[config.mk]
export PLATFORM = sky130hd
export DESIGN_NAME = mlp_lock_protect
export DESIGN_NICKNAME = d
export VERILOG_FILES = /design/src/hdl/mlp_pkg.sv /design/src/hdl/mlp_lock_protect.sv
export VERILOG_INCLUDE_DIRS = /design/src /design/src/hdl
export SDC_FILE = /design/constraint.sdc
export NUM_CORES = 2
export LEC_CHECK = 0
export BUFFER_PORTS_ARGS = -buffer_cell sky130_fd_sc_hd__buf_2
export CAP_MARGIN = 20
export CORE_ASPECT_RATIO = 1.25
export CORE_MARGIN = 2
export CORE_UTILIZATION = 25
export DETAILED_ROUTE_END_ITERATION = 16
export HOLD_SLACK_MARGIN = 0.1
export PLACE_DENSITY = 0.46
export SLEW_MARGIN = 20
export SYNTH_ARGS = -nofsm -noshare
export SYNTH_HDL_FRONTEND = slang
export SYNTH_SLANG_ARGS = --single-unit
[constraint.sdc]
create_clock -name clk_sys_in -period 29.4 [get_ports clk_sys_in]
set_input_delay 1.47 -clock clk_sys_in [delete_from_list [all_inputs] [get_ports clk_sys_in]]
set_output_delay 1.47 -clock clk_sys_in [all_outputs]
set_load 0.02 [all_outputs]
[src/hdl/mlp_regs.svh]
`ifndef MLP_REGS_SVH
`define MLP_REGS_SVH

// Clock rate and period.
`define MLP_CLK_HZ            200000000
`define MLP_CLK_PERIOD_NS     5
`define MLP_CYC_PER_US        (1000 / `MLP_CLK_PERIOD_NS)

// Frequency overflow: one electrical cycle shorter than this count trips.
`define MLP_LOCK1_FREQ_HZ     3000
`define MLP_LOCK1_PERIOD_CYC  (`MLP_CLK_HZ / `MLP_LOCK1_FREQ_HZ)

// Handoff threshold is the selector times 12.5 Hz, kept in tenths of a hertz.
`define MLP_HANDOFF_STEP_DHZ  125
`define MLP_HANDOFF_NUM       (40'd10 * 40'd`MLP_CLK_HZ)
`define MLP_STUCK_CYCLES      2

// Soft current limit and advance time steps.
`define MLP_ILIM_STEP_MA      125
`define MLP_RM_SHIFT          10
`define MLP_BEMF_SHIFT        16
`define MLP_ADV_STEP_NS       20000
`define MLP_ADV_STEP_CYC      (`MLP_ADV_STEP_NS / `MLP_CLK_PERIOD_NS)

// Speed command slew tick and acceptable constant window.
`define MLP_SLEW_TICK_NS      1000
`define MLP_SLEW_TICK_CYC     (`MLP_SLEW_TICK_NS / `MLP_CLK_PERIOD_NS)
`define MLP_KT_TOL_SHIFT      2

// Lock confirmation and lock-off wait times.
`define MLP_LOCK_CONFIRM_US   1000
`define MLP_LOCK_OFF_US       5000000

// Register map.
`define MLP_REG_CTRL          8'h00
`define MLP_REG_STATUS        8'h04
`define MLP_REG_IRQ_STAT      8'h08
`define MLP_REG_IRQ_MASK      8'h0c
`define MLP_CTRL_RST          32'h0001_0000
`define MLP_CTRL_WMASK        32'h00ff_1fff
`define MLP_IRQ_RST           5'h00

`endif

[src/hdl/mlp_pkg.sv]
package mlp_pkg;

    // Operating modes of the drive sequencer.
    typedef enum logic [2:0] {
        MLP_IDLE,
        MLP_OPEN,
        MLP_CLOSED,
        MLP_LOCKOFF,
        MLP_SHORT
    } mlp_mode_t;

    // Control word as software writes it.
    typedef struct packed {
        logic [7:0] rsvd_hi;
        logic [7:0] slew_step;
        logic [2:0] rsvd_lo;
        logic [3:0] handoff_sel;
        logic [4:0] advance_angle_sel;
        logic [2:0] current_limit_sel;
        logic       run;
    } mlp_cfg_t;

    // Sticky event bits, shared by status and mask.
    typedef struct packed {
        logic short_circuit;
        logic lock_stuck;
        logic lock_speed;
        logic lock_bemf;
        logic lock_freq;
    } mlp_irq_t;

    // Read-only status word.
    typedef struct packed {
        logic [15:0] kt_ref;
        logic [8:0]  rsvd;
        logic        kt_valid;
        logic        closed;
        logic        hiz;
        logic        low_side;
        logic [2:0]  mode;
    } mlp_status_t;

    // Whole state of the block.
    typedef struct packed {
        mlp_mode_t   mode;
        mlp_cfg_t    cfg;
        mlp_irq_t    irq_stat;
        mlp_irq_t    irq_mask;
        logic        irq;
        logic [31:0] rdata;
        logic [24:0] period_cnt;
        logic [1:0]  zc_miss;
        logic [15:0] kt_ref;
        logic [15:0] kt_lo;
        logic [15:0] kt_hi;
        logic        kt_valid;
        logic [31:0] conf_cnt;
        logic [31:0] off_cnt;
        logic [7:0]  slew_div;
        logic [15:0] cmd_eff;
        logic [15:0] amp;
        logic        hiz;
        logic        low_side;
        logic        closed;
        logic        lock;
        logic [16:0] adv;
    } mlp_state_t;

endpackage : mlp_pkg

[src/hdl/mlp_lock_protect.sv]
// What this block does
// - In closed loop, electrical frequency above 3 kHz raises a lock.
// - At first start, measure back-EMF constant and derive lower and upper bounds.
// - In closed loop, running constant outside the bounds raises a lock.
// - In closed loop, computed back-EMF above applied amplitude for the confirm time raises a lock.
// - Open loop above handoff rate, no zero cross for 2 cycles: stuck lock.
// - Any lock stops drive, phases high impedance, restart after lock-off wait.
// - Open loop hands off to closed loop at the handoff frequency threshold.
// - Clamp amplitude to limit current times resistance plus speed times constant.
// - Current limit only in closed loop; no fault and no stop.
// - Limit selector: zero means none, n means n times 125 mA.
// - Phase current over the short-circuit limit puts all phases high impedance.
// - After short clears, rerun initialization and then restart.
// - Buffer the speed command and limit its rate of change.
// - Keep output amplitude above computed back-EMF.
// - Inductive surge at shutoff turns on the low-side switch.
// - Advance time equals selector times 20 us, up to 620 us.
`include "mlp_regs.svh"

module mlp_lock_protect #(
    parameter int unsigned LOCK_CONFIRM_CYC = `MLP_LOCK_CONFIRM_US * `MLP_CYC_PER_US,
    parameter int unsigned LOCK_OFF_CYC     = `MLP_LOCK_OFF_US * `MLP_CYC_PER_US
) (
    input  wire logic        clk_sys_in,
    input  wire logic        rst_b_in,
    input  wire logic [7:0]  addr_in,
    input  wire logic [31:0] wdata_in,
    input  wire logic        wr_in,
    input  wire logic        rd_in,
    output logic      [31:0] rdata_out,
    output logic             irq_out,
    input  wire logic        comm_tick_in,
    input  wire logic        zero_cross_in,
    input  wire logic [15:0] speed_in,
    input  wire logic [15:0] bemf_int_in,
    input  wire logic        bemf_int_valid_in,
    input  wire logic [15:0] rm_in,
    input  wire logic [15:0] cmd_in,
    input  wire logic        short_in,
    input  wire logic        surge_in,
    output logic      [15:0] amp_out,
    output logic             phase_hiz_out,
    output logic             low_side_switch_out,
    output logic             closed_loop_out,
    output logic             lock_out,
    output logic      [16:0] advance_time_out
);

    mlp_pkg::mlp_state_t  s;
    mlp_pkg::mlp_state_t  n;
    mlp_pkg::mlp_irq_t    ev;
    mlp_pkg::mlp_irq_t    clr;
    mlp_pkg::mlp_status_t stat;
    logic                 running;
    logic                 fast;
    logic                 stuck;
    logic                 spd_cond;
    logic                 lock_any;
    logic                 drive_nxt;
    logic [15:0]          bemf_calc;
    logic [15:0]          ulimit;
    logic [15:0]          floor_v;
    logic [15:0]          amp_v;
    logic [15:0]          diff;
    logic [31:0]          bemf_prod;
    logic [25:0]          ilim_prod;

    // Saturates a wide sum into the 16-bit amplitude range.
    function automatic logic [15:0] sat16(input logic [17:0] v);
        sat16 = (v > 18'h0ffff) ? 16'hffff : v[15:0];
    endfunction : sat16

    // Selector to milliamps; a zero selector yields zero and disables the limit.
    function automatic logic [9:0] ilim_ma(input logic [2:0] sel);
        ilim_ma = 10'(sel) * 10'(`MLP_ILIM_STEP_MA);
    endfunction : ilim_ma

    // Arithmetic shared by detectors and amplitude shaping.
    always_comb begin
        running   = (s.mode == mlp_pkg::MLP_OPEN) || (s.mode == mlp_pkg::MLP_CLOSED);
        bemf_prod = 32'(speed_in) * 32'(s.kt_ref);
        bemf_calc = s.kt_valid ? bemf_prod[`MLP_BEMF_SHIFT +: 16] : 16'h0000;
        ilim_prod = 26'(ilim_ma(s.cfg.current_limit_sel)) * 26'(rm_in);
        ulimit    = sat16(18'(ilim_prod >> `MLP_RM_SHIFT) + 18'(bemf_calc));
        floor_v   = sat16(18'(bemf_calc) + 18'h00001);
        fast      = (s.cfg.handoff_sel != 4'h0) &&
                    ((40'(s.period_cnt) * 40'(s.cfg.handoff_sel) * 40'(`MLP_HANDOFF_STEP_DHZ))
                     < `MLP_HANDOFF_NUM);
        stuck     = (3'(s.zc_miss) + 3'h1 >= 3'(`MLP_STUCK_CYCLES)) && !zero_cross_in;
        spd_cond  = (s.mode == mlp_pkg::MLP_CLOSED) && (bemf_calc > s.amp);
    end

    // Lock detectors, merged into one event below.
    always_comb begin
        ev = '0;
        ev.lock_freq  = (s.mode == mlp_pkg::MLP_CLOSED) && comm_tick_in &&
                        (s.period_cnt < 25'(`MLP_LOCK1_PERIOD_CYC));
        ev.lock_bemf  = (s.mode == mlp_pkg::MLP_CLOSED) && s.kt_valid && bemf_int_valid_in &&
                        ((bemf_int_in < s.kt_lo) || (bemf_int_in > s.kt_hi));
        ev.lock_speed = spd_cond && (s.conf_cnt >= 32'(LOCK_CONFIRM_CYC - 1));
        ev.lock_stuck = (s.mode == mlp_pkg::MLP_OPEN) && comm_tick_in && fast && stuck;
        ev.short_circuit = short_in && (s.mode != mlp_pkg::MLP_SHORT);
        lock_any = ev.lock_freq | ev.lock_bemf | ev.lock_speed | ev.lock_stuck;
    end

    // Next-state logic: bus, measurement, sequencer and drive shaping.
    always_comb begin
        n       = s;
        n.rdata = 32'h0000_0000;
        clr     = '0;
        stat    = '0;
        stat.kt_ref   = s.kt_ref;
        stat.kt_valid = s.kt_valid;
        stat.closed   = s.closed;
        stat.hiz      = s.hiz;
        stat.low_side = s.low_side;
        stat.mode     = s.mode;

        // Register writes; reserved control bits are forced to zero.
        if (wr_in) begin
            if (addr_in == `MLP_REG_CTRL) begin
                n.cfg = mlp_pkg::mlp_cfg_t'(wdata_in & `MLP_CTRL_WMASK);
            end else if (addr_in == `MLP_REG_IRQ_MASK) begin
                n.irq_mask = mlp_pkg::mlp_irq_t'(wdata_in[4:0]);
            end
        end

        // Register reads; unmapped offsets return zero.
        if (rd_in) begin
            if (addr_in == `MLP_REG_CTRL) begin
                n.rdata = s.cfg;
            end else if (addr_in == `MLP_REG_STATUS) begin
                n.rdata = stat;
            end else if (addr_in == `MLP_REG_IRQ_STAT) begin
                n.rdata = {27'h0000000, s.irq_stat};
                clr     = s.irq_stat;
            end else if (addr_in == `MLP_REG_IRQ_MASK) begin
                n.rdata = {27'h0000000, s.irq_mask};
            end
        end

        // Electrical period and missed zero crossings; both saturate.
        if (comm_tick_in) begin
            n.period_cnt = 25'h0000000;
        end else if (s.period_cnt != 25'h1ffffff) begin
            n.period_cnt = s.period_cnt + 25'h0000001;
        end
        if (zero_cross_in) begin
            n.zc_miss = 2'h0;
        end else if (comm_tick_in && s.zc_miss != 2'h3) begin
            n.zc_miss = s.zc_miss + 2'h1;
        end

        // Confirmation counter runs only while the abnormal-speed condition holds.
        if (!spd_cond) begin
            n.conf_cnt = 32'h0000_0000;
        end else if (s.conf_cnt != 32'hffff_ffff) begin
            n.conf_cnt = s.conf_cnt + 32'h0000_0001;
        end

        // Mode sequencer; a short outranks a lock, and a lock outranks a stop request.
        case (s.mode)
            mlp_pkg::MLP_IDLE: begin
                if (s.cfg.run) begin
                    n.mode = mlp_pkg::MLP_OPEN;
                end
            end
            mlp_pkg::MLP_OPEN: begin
                if (s.cfg.run && !s.kt_valid && bemf_int_valid_in) begin
                    n.kt_ref   = bemf_int_in;
                    n.kt_lo    = bemf_int_in - (bemf_int_in >> `MLP_KT_TOL_SHIFT);
                    n.kt_hi    = sat16(18'(bemf_int_in) + 18'(bemf_int_in >> `MLP_KT_TOL_SHIFT));
                    n.kt_valid = 1'b1;
                end
                if (lock_any) begin
                    n.mode = mlp_pkg::MLP_LOCKOFF;
                end else if (!s.cfg.run) begin
                    n.mode = mlp_pkg::MLP_IDLE;
                end else if (comm_tick_in && fast && zero_cross_in) begin
                    // Hand off only while the rotor still answers; a silent tick past the
                    // threshold counts as a miss, so the stuck detector gets its chance.
                    n.mode = mlp_pkg::MLP_CLOSED;
                end
            end
            mlp_pkg::MLP_CLOSED: begin
                if (lock_any) begin
                    n.mode = mlp_pkg::MLP_LOCKOFF;
                end else if (!s.cfg.run) begin
                    n.mode = mlp_pkg::MLP_IDLE;
                end
            end
            mlp_pkg::MLP_LOCKOFF: begin
                n.off_cnt = s.off_cnt + 32'h0000_0001;
                if (s.off_cnt >= 32'(LOCK_OFF_CYC - 1)) begin
                    n.mode = s.cfg.run ? mlp_pkg::MLP_OPEN : mlp_pkg::MLP_IDLE;
                end
            end
            mlp_pkg::MLP_SHORT: begin
                // Leaving a short forgets the measured constant so the start measures it again.
                if (!short_in) begin
                    n.mode     = mlp_pkg::MLP_IDLE;
                    n.kt_valid = 1'b0;
                    n.kt_ref   = 16'h0000;
                    n.kt_lo    = 16'h0000;
                    n.kt_hi    = 16'h0000;
                end
            end
            default: begin
                n.mode = mlp_pkg::MLP_IDLE;
            end
        endcase
        if (short_in) begin
            n.mode = mlp_pkg::MLP_SHORT;
        end
        if (n.mode != mlp_pkg::MLP_LOCKOFF) begin
            n.off_cnt = 32'h0000_0000;
        end
        if (n.mode == mlp_pkg::MLP_OPEN && s.mode != mlp_pkg::MLP_OPEN) begin
            n.zc_miss = 2'h0;
        end

        // Speed command slews toward its target by at most one step per tick.
        if (s.slew_div >= 8'(`MLP_SLEW_TICK_CYC - 1)) begin
            n.slew_div = 8'h00;
            if (cmd_in > s.cmd_eff) begin
                diff      = cmd_in - s.cmd_eff;
                n.cmd_eff = s.cmd_eff + ((diff > 16'(s.cfg.slew_step)) ? 16'(s.cfg.slew_step) : diff);
            end else begin
                diff      = s.cmd_eff - cmd_in;
                n.cmd_eff = s.cmd_eff - ((diff > 16'(s.cfg.slew_step)) ? 16'(s.cfg.slew_step) : diff);
            end
        end else begin
            diff       = 16'h0000;
            n.slew_div = s.slew_div + 8'h01;
        end

        // Amplitude: current limit in closed loop only, then the back-EMF floor wins.
        drive_nxt = (n.mode == mlp_pkg::MLP_OPEN) || (n.mode == mlp_pkg::MLP_CLOSED);
        amp_v     = s.cmd_eff;
        if (s.mode == mlp_pkg::MLP_CLOSED && s.cfg.current_limit_sel != 3'h0 && amp_v > ulimit) begin
            amp_v = ulimit;
        end
        if (s.kt_valid && amp_v < floor_v) begin
            amp_v = floor_v;
        end
        n.amp      = drive_nxt ? amp_v : 16'h0000;
        n.hiz      = !drive_nxt;
        n.low_side = !drive_nxt && surge_in;
        n.closed   = (n.mode == mlp_pkg::MLP_CLOSED);
        n.lock     = lock_any && running;
        n.adv      = 17'(s.cfg.advance_angle_sel) * 17'(`MLP_ADV_STEP_CYC);

        // Sticky events: a new event in the clearing read's cycle survives.
        n.irq_stat = (s.irq_stat & ~clr) | (running ? ev : (ev & 5'h10));
        n.irq      = |(n.irq_stat & n.irq_mask);
    end

    // The whole state is one register.
    always_ff @(posedge clk_sys_in or negedge rst_b_in) begin
        if (!rst_b_in) begin
            s          <= '0;
            s.mode     <= mlp_pkg::MLP_IDLE;
            s.cfg      <= mlp_pkg::mlp_cfg_t'(`MLP_CTRL_RST);
            s.irq_stat <= `MLP_IRQ_RST;
            s.irq_mask <= `MLP_IRQ_RST;
            s.hiz      <= 1'b1;
        end else begin
            s <= n;
        end
    end

    // Outputs come straight from the state register.
    assign rdata_out           = s.rdata;
    assign irq_out             = s.irq;
    assign amp_out             = s.amp;
    assign phase_hiz_out       = s.hiz;
    assign low_side_switch_out = s.low_side;
    assign closed_loop_out     = s.closed;
    assign lock_out            = s.lock;
    assign advance_time_out    = s.adv;
endmodule : mlp_lock_protect

==> flow_summary.json <==
{
  "timing.clock.skew_ns": 0.03511,
  "avgSynthCellArea_um2": 8.704,
  "yosys_most_used_dff": "dfrtp_1",
  "synth_edf_count": 0,
  "cp_data_required_time_ns": 29.88,
  "detailed_place.area_um2": 42710,
  "final_layout_size_suffix_gt1_share_pct": 7.209,
  "internal_power_mw": 2.428,
  "final_min_period_over_clock_period_pct": 51.31,
  "finalWirelength_um": 113200,
  "pwr-share-comb_pct": 82.8,
  "vias": 30712,
  "tightestPinTransition_ns": 1.071,
  "netlist_area_um2": 40150,
  "cp_data_arrival_time_ns": 15.57,
  "ys_ff_latch": 260,
  "drc": 0,
  "max_clock_freq_ghz": 0.06629,
  "num_io_pins": 183,
  "coreArea_um2": 159600,
  "leading_cell_type_by_number_of_instances_after_synthesis": "inv_1",
  "clkSlewWorstSetupHoldPaths_ns": 0.06,
  "outcome": "finished, final reports clean",
  "fill_cell_total_of_the_finished_layout": 17236,
  "vias_per_cell": 4.566,
  "multiInputGateArea_um2": 29870,
  "clock-sinks": 260,
  "area_growth_syn_to_layout_pct": 9.747,
  "port_buffers": 163,
  "worst_path_largest_cell_delay_ns": 1.03,
  "finalInstanceArea_um2": 44070,
  "cts-htree-levels": 2,
  "cts_max_path_buffers": 3,
  "leakagePower_nw": 22.58,
  "net_count_reported_at_finish": 5695,
  "grt_max_degree": 84,
  "clk-insertion-delay-late_ns": 0.59,
  "global_route.overflow_total": 0,
  "route.detailed.wl_per_inst_um": 16.83,
  "post_cts_setup_buffers": 0,
  "place_hpwl_um": 90530,
  "gr-usage-all-layers_pct": 14.10,
  "dr.pass1.iters": 7,
  "sequential_cell_area_um2": 6509,
  "cap_violations": 0,
  "post_synth_main_area_contributors": "fa_1, dfrtp_1, ha_1",
  "die_height_um": 452.1,
  "regToRegSetupSlack_ns": 14.31,
  "power.switching_fraction_pct": 51.69,
  "final.setup.tns_ns": 0,
  "finalMaxSlewViolations": 0,
  "ctsHoldBuffers": 0,
  "vdd.ir_drop.worst_v": 0.0002436,
  "p_switching_mw": 2.598,
  "first_pass_grt_wire_length_um": 182900,
  "rsz0062_at_grt": "no",
  "gpl.final_weighted_congestion": 0.8493,
  "cts_made_buffers": 38,
  "syn-instance-count": 4613,
  "synth-warning-count": 0,
  "worst-path-buf-inv": 7,
  "cp-end-kind": "flip-flop",
  "timing_hold_violations_final": 0,
  "initialDrtViolationCount": 1351,
  "final-setup-viol-count": 0,
  "ys_types": 99,
  "master_cell_of_the_clock_root_buffer": "clkbuf_16",
  "initial_core_util_pct": 25.15,
  "power-per-cell-area_nw_per_um2": 114.0,
  "critPathSlowestCell": "dfrtp_1",
  "post-synth-top-area-cell": "fa_1",
  "via_count_of_the_first_global_routing_pass": 32278,
  "grt_antenna_before_repair": 18,
  "cts_tree": "built",
  "crit_fanout": 30,
  "antenna_violating_nets_post_route": 0,
  "sequential_to_total_area_share_from_yosys_stat_pct": 16.21,
  "maxSlewHeadroom_pct": 28.63,
  "power_frac_seq_pct": 7.6,
  "rows": 164,
  "quantity_of_gates_resized_following_cts": 0,
  "cp_top_family": "adder cells",
  "synth_common_cells": "inv_1, nand2_1, ha_1, fa_1, nor2_1",
  "synth_top_area_share_pct": 23.58,
  "timing_worst_setup_path_type": "reg -> reg",
  "crit_path_start_kind": "flip-flop",
  "pwr-share-clk_pct": 9.6,
  "postLayoutCoreUtil_pct": 27.60,
  "async_flop_share_pct": 100.0,
  "die_area_um2": 163900,
  "dieWidth_um": 362.5,
  "worst_hold_path_type": "reg -> reg",
  "fin_crit_ns": 15.09
}
==> placed cells by master, fill, tap and decap left out, types with 27 or more instances in the layout <==
cell	n
mux2i_1	31
nor3_1	62
and2_1	221
and3_1	45
a21o_1	60
xor2_1	102
nand2b_1	42
nor2b_1	59
nor2_1	262
nand3_1	77
inv_1	722
clkbuf_16	39
nand2_1	572
ha_1	491
dfrtp_1	258
buf_2	162
o21a_1	31
o21ai_0	167
o21bai_1	27
a21oi_1	160
fa_1	473
nand4_1	41
xnor2_1	133
==> path summary, 6_finish.rpt <==
kind | startpoint | end | cells past startpoint
max in group asynchronous | rst_b_in | s[260] | 4
worst min-delay path | s[156] | s[156] | 2
worst max-delay path | s[245] | amp_out[0] | 60
min in group asynchronous | rst_b_in | rdata_out[23] | 1
worst min register to register | s[156] | s[156] | 2
worst max register to register | s[245] | amp_out[0] | 60
==> power groups by stage <==
stage / combinational (mW) / clock, mW / sequential, mW
after global routing: 4.82 / 0.514 / 0.382
final: 4.16 / 0.484 / 0.381
after CTS: 4.28 / 0.500 / 0.381
after detailed placement: 4.25 / 0 / 0.387
after global placement: 4.23 / 0 / 0.387
after floorplan: 3.10 / 0 / 0.380
==> flip-flops by register name, indices dropped and copies added, names as in the netlist <==
register	count
closed_loop_out	1
amp_out	16
advance_time_out	12
phase_hiz_out	1
low_side_switch_out	1
lock_out	1
irq_out	1
s	198
rdata_out	29
==> logic make-up (layout without fill, tap and decap cells) <==
kind of cell	count (synthesis)	count (layout)	synth area share, %
AOI/OAI and AO/OA	655	655	10.79
xor gates and xnor gates	237	237	5.170
adders and majority gates	964	964	38.88
buffers and inverters	955	982	9.567
DFF	260	260	16.21
muxes	58	58	1.670
other	1	12	0.009339
and+or+nand+nor	1483	1483	17.70
==> cell type report <==
type	count	share of cell area, %
Tap cell	2075	5.892
Clock inverter	19	0.5395
Sequential cell	260	14.77
Multi-Input combinational cell	3405	67.79
Timing Repair Buffer	190	2.379
Antenna cell	4	0.02272
Inverter	723	6.159
Clock buffer	50	2.445
==> stage by stage <==
stage | hold WS (ns) | cells | power (mW) | setup WS (ns)
after CTS | 0.4802 | 6721 | 5.166 | 14.12
after floorplan | 0.4485 | 4620 | 3.479 | 16.52
after global placement | 0.4615 | 6652 | 4.615 | 14.19
after detailed placement | 0.4677 | 6652 | 4.636 | 14.14
final | 0.4774 | 6726 | 5.025 | 14.31
after global routing | 0.5009 | 6724 | 5.714 | 13.05
==> tightest hold or removal path, cell delays in order (launching register included) <==
cell	delay (ns)
dfrtp_1	0.34
nand2_1	0.05
o21ai_0	0.06
==> routing by layer <==
| layer | GRT usage [%] | vias to the layer above | routed length, um |
|---|---|---|---|
| li1 | - | 14851 | - |
| met1 | 19.60 | 15321 | 53670 |
| met2 | 23.60 | 451 | 53320 |
| met3 | 1.527 | 89 | 4266 |
| met4 | 2.827 | 0 | 1936 |
| met5 | 0 | - | 0 |
(Power assumes the default switching activity.)
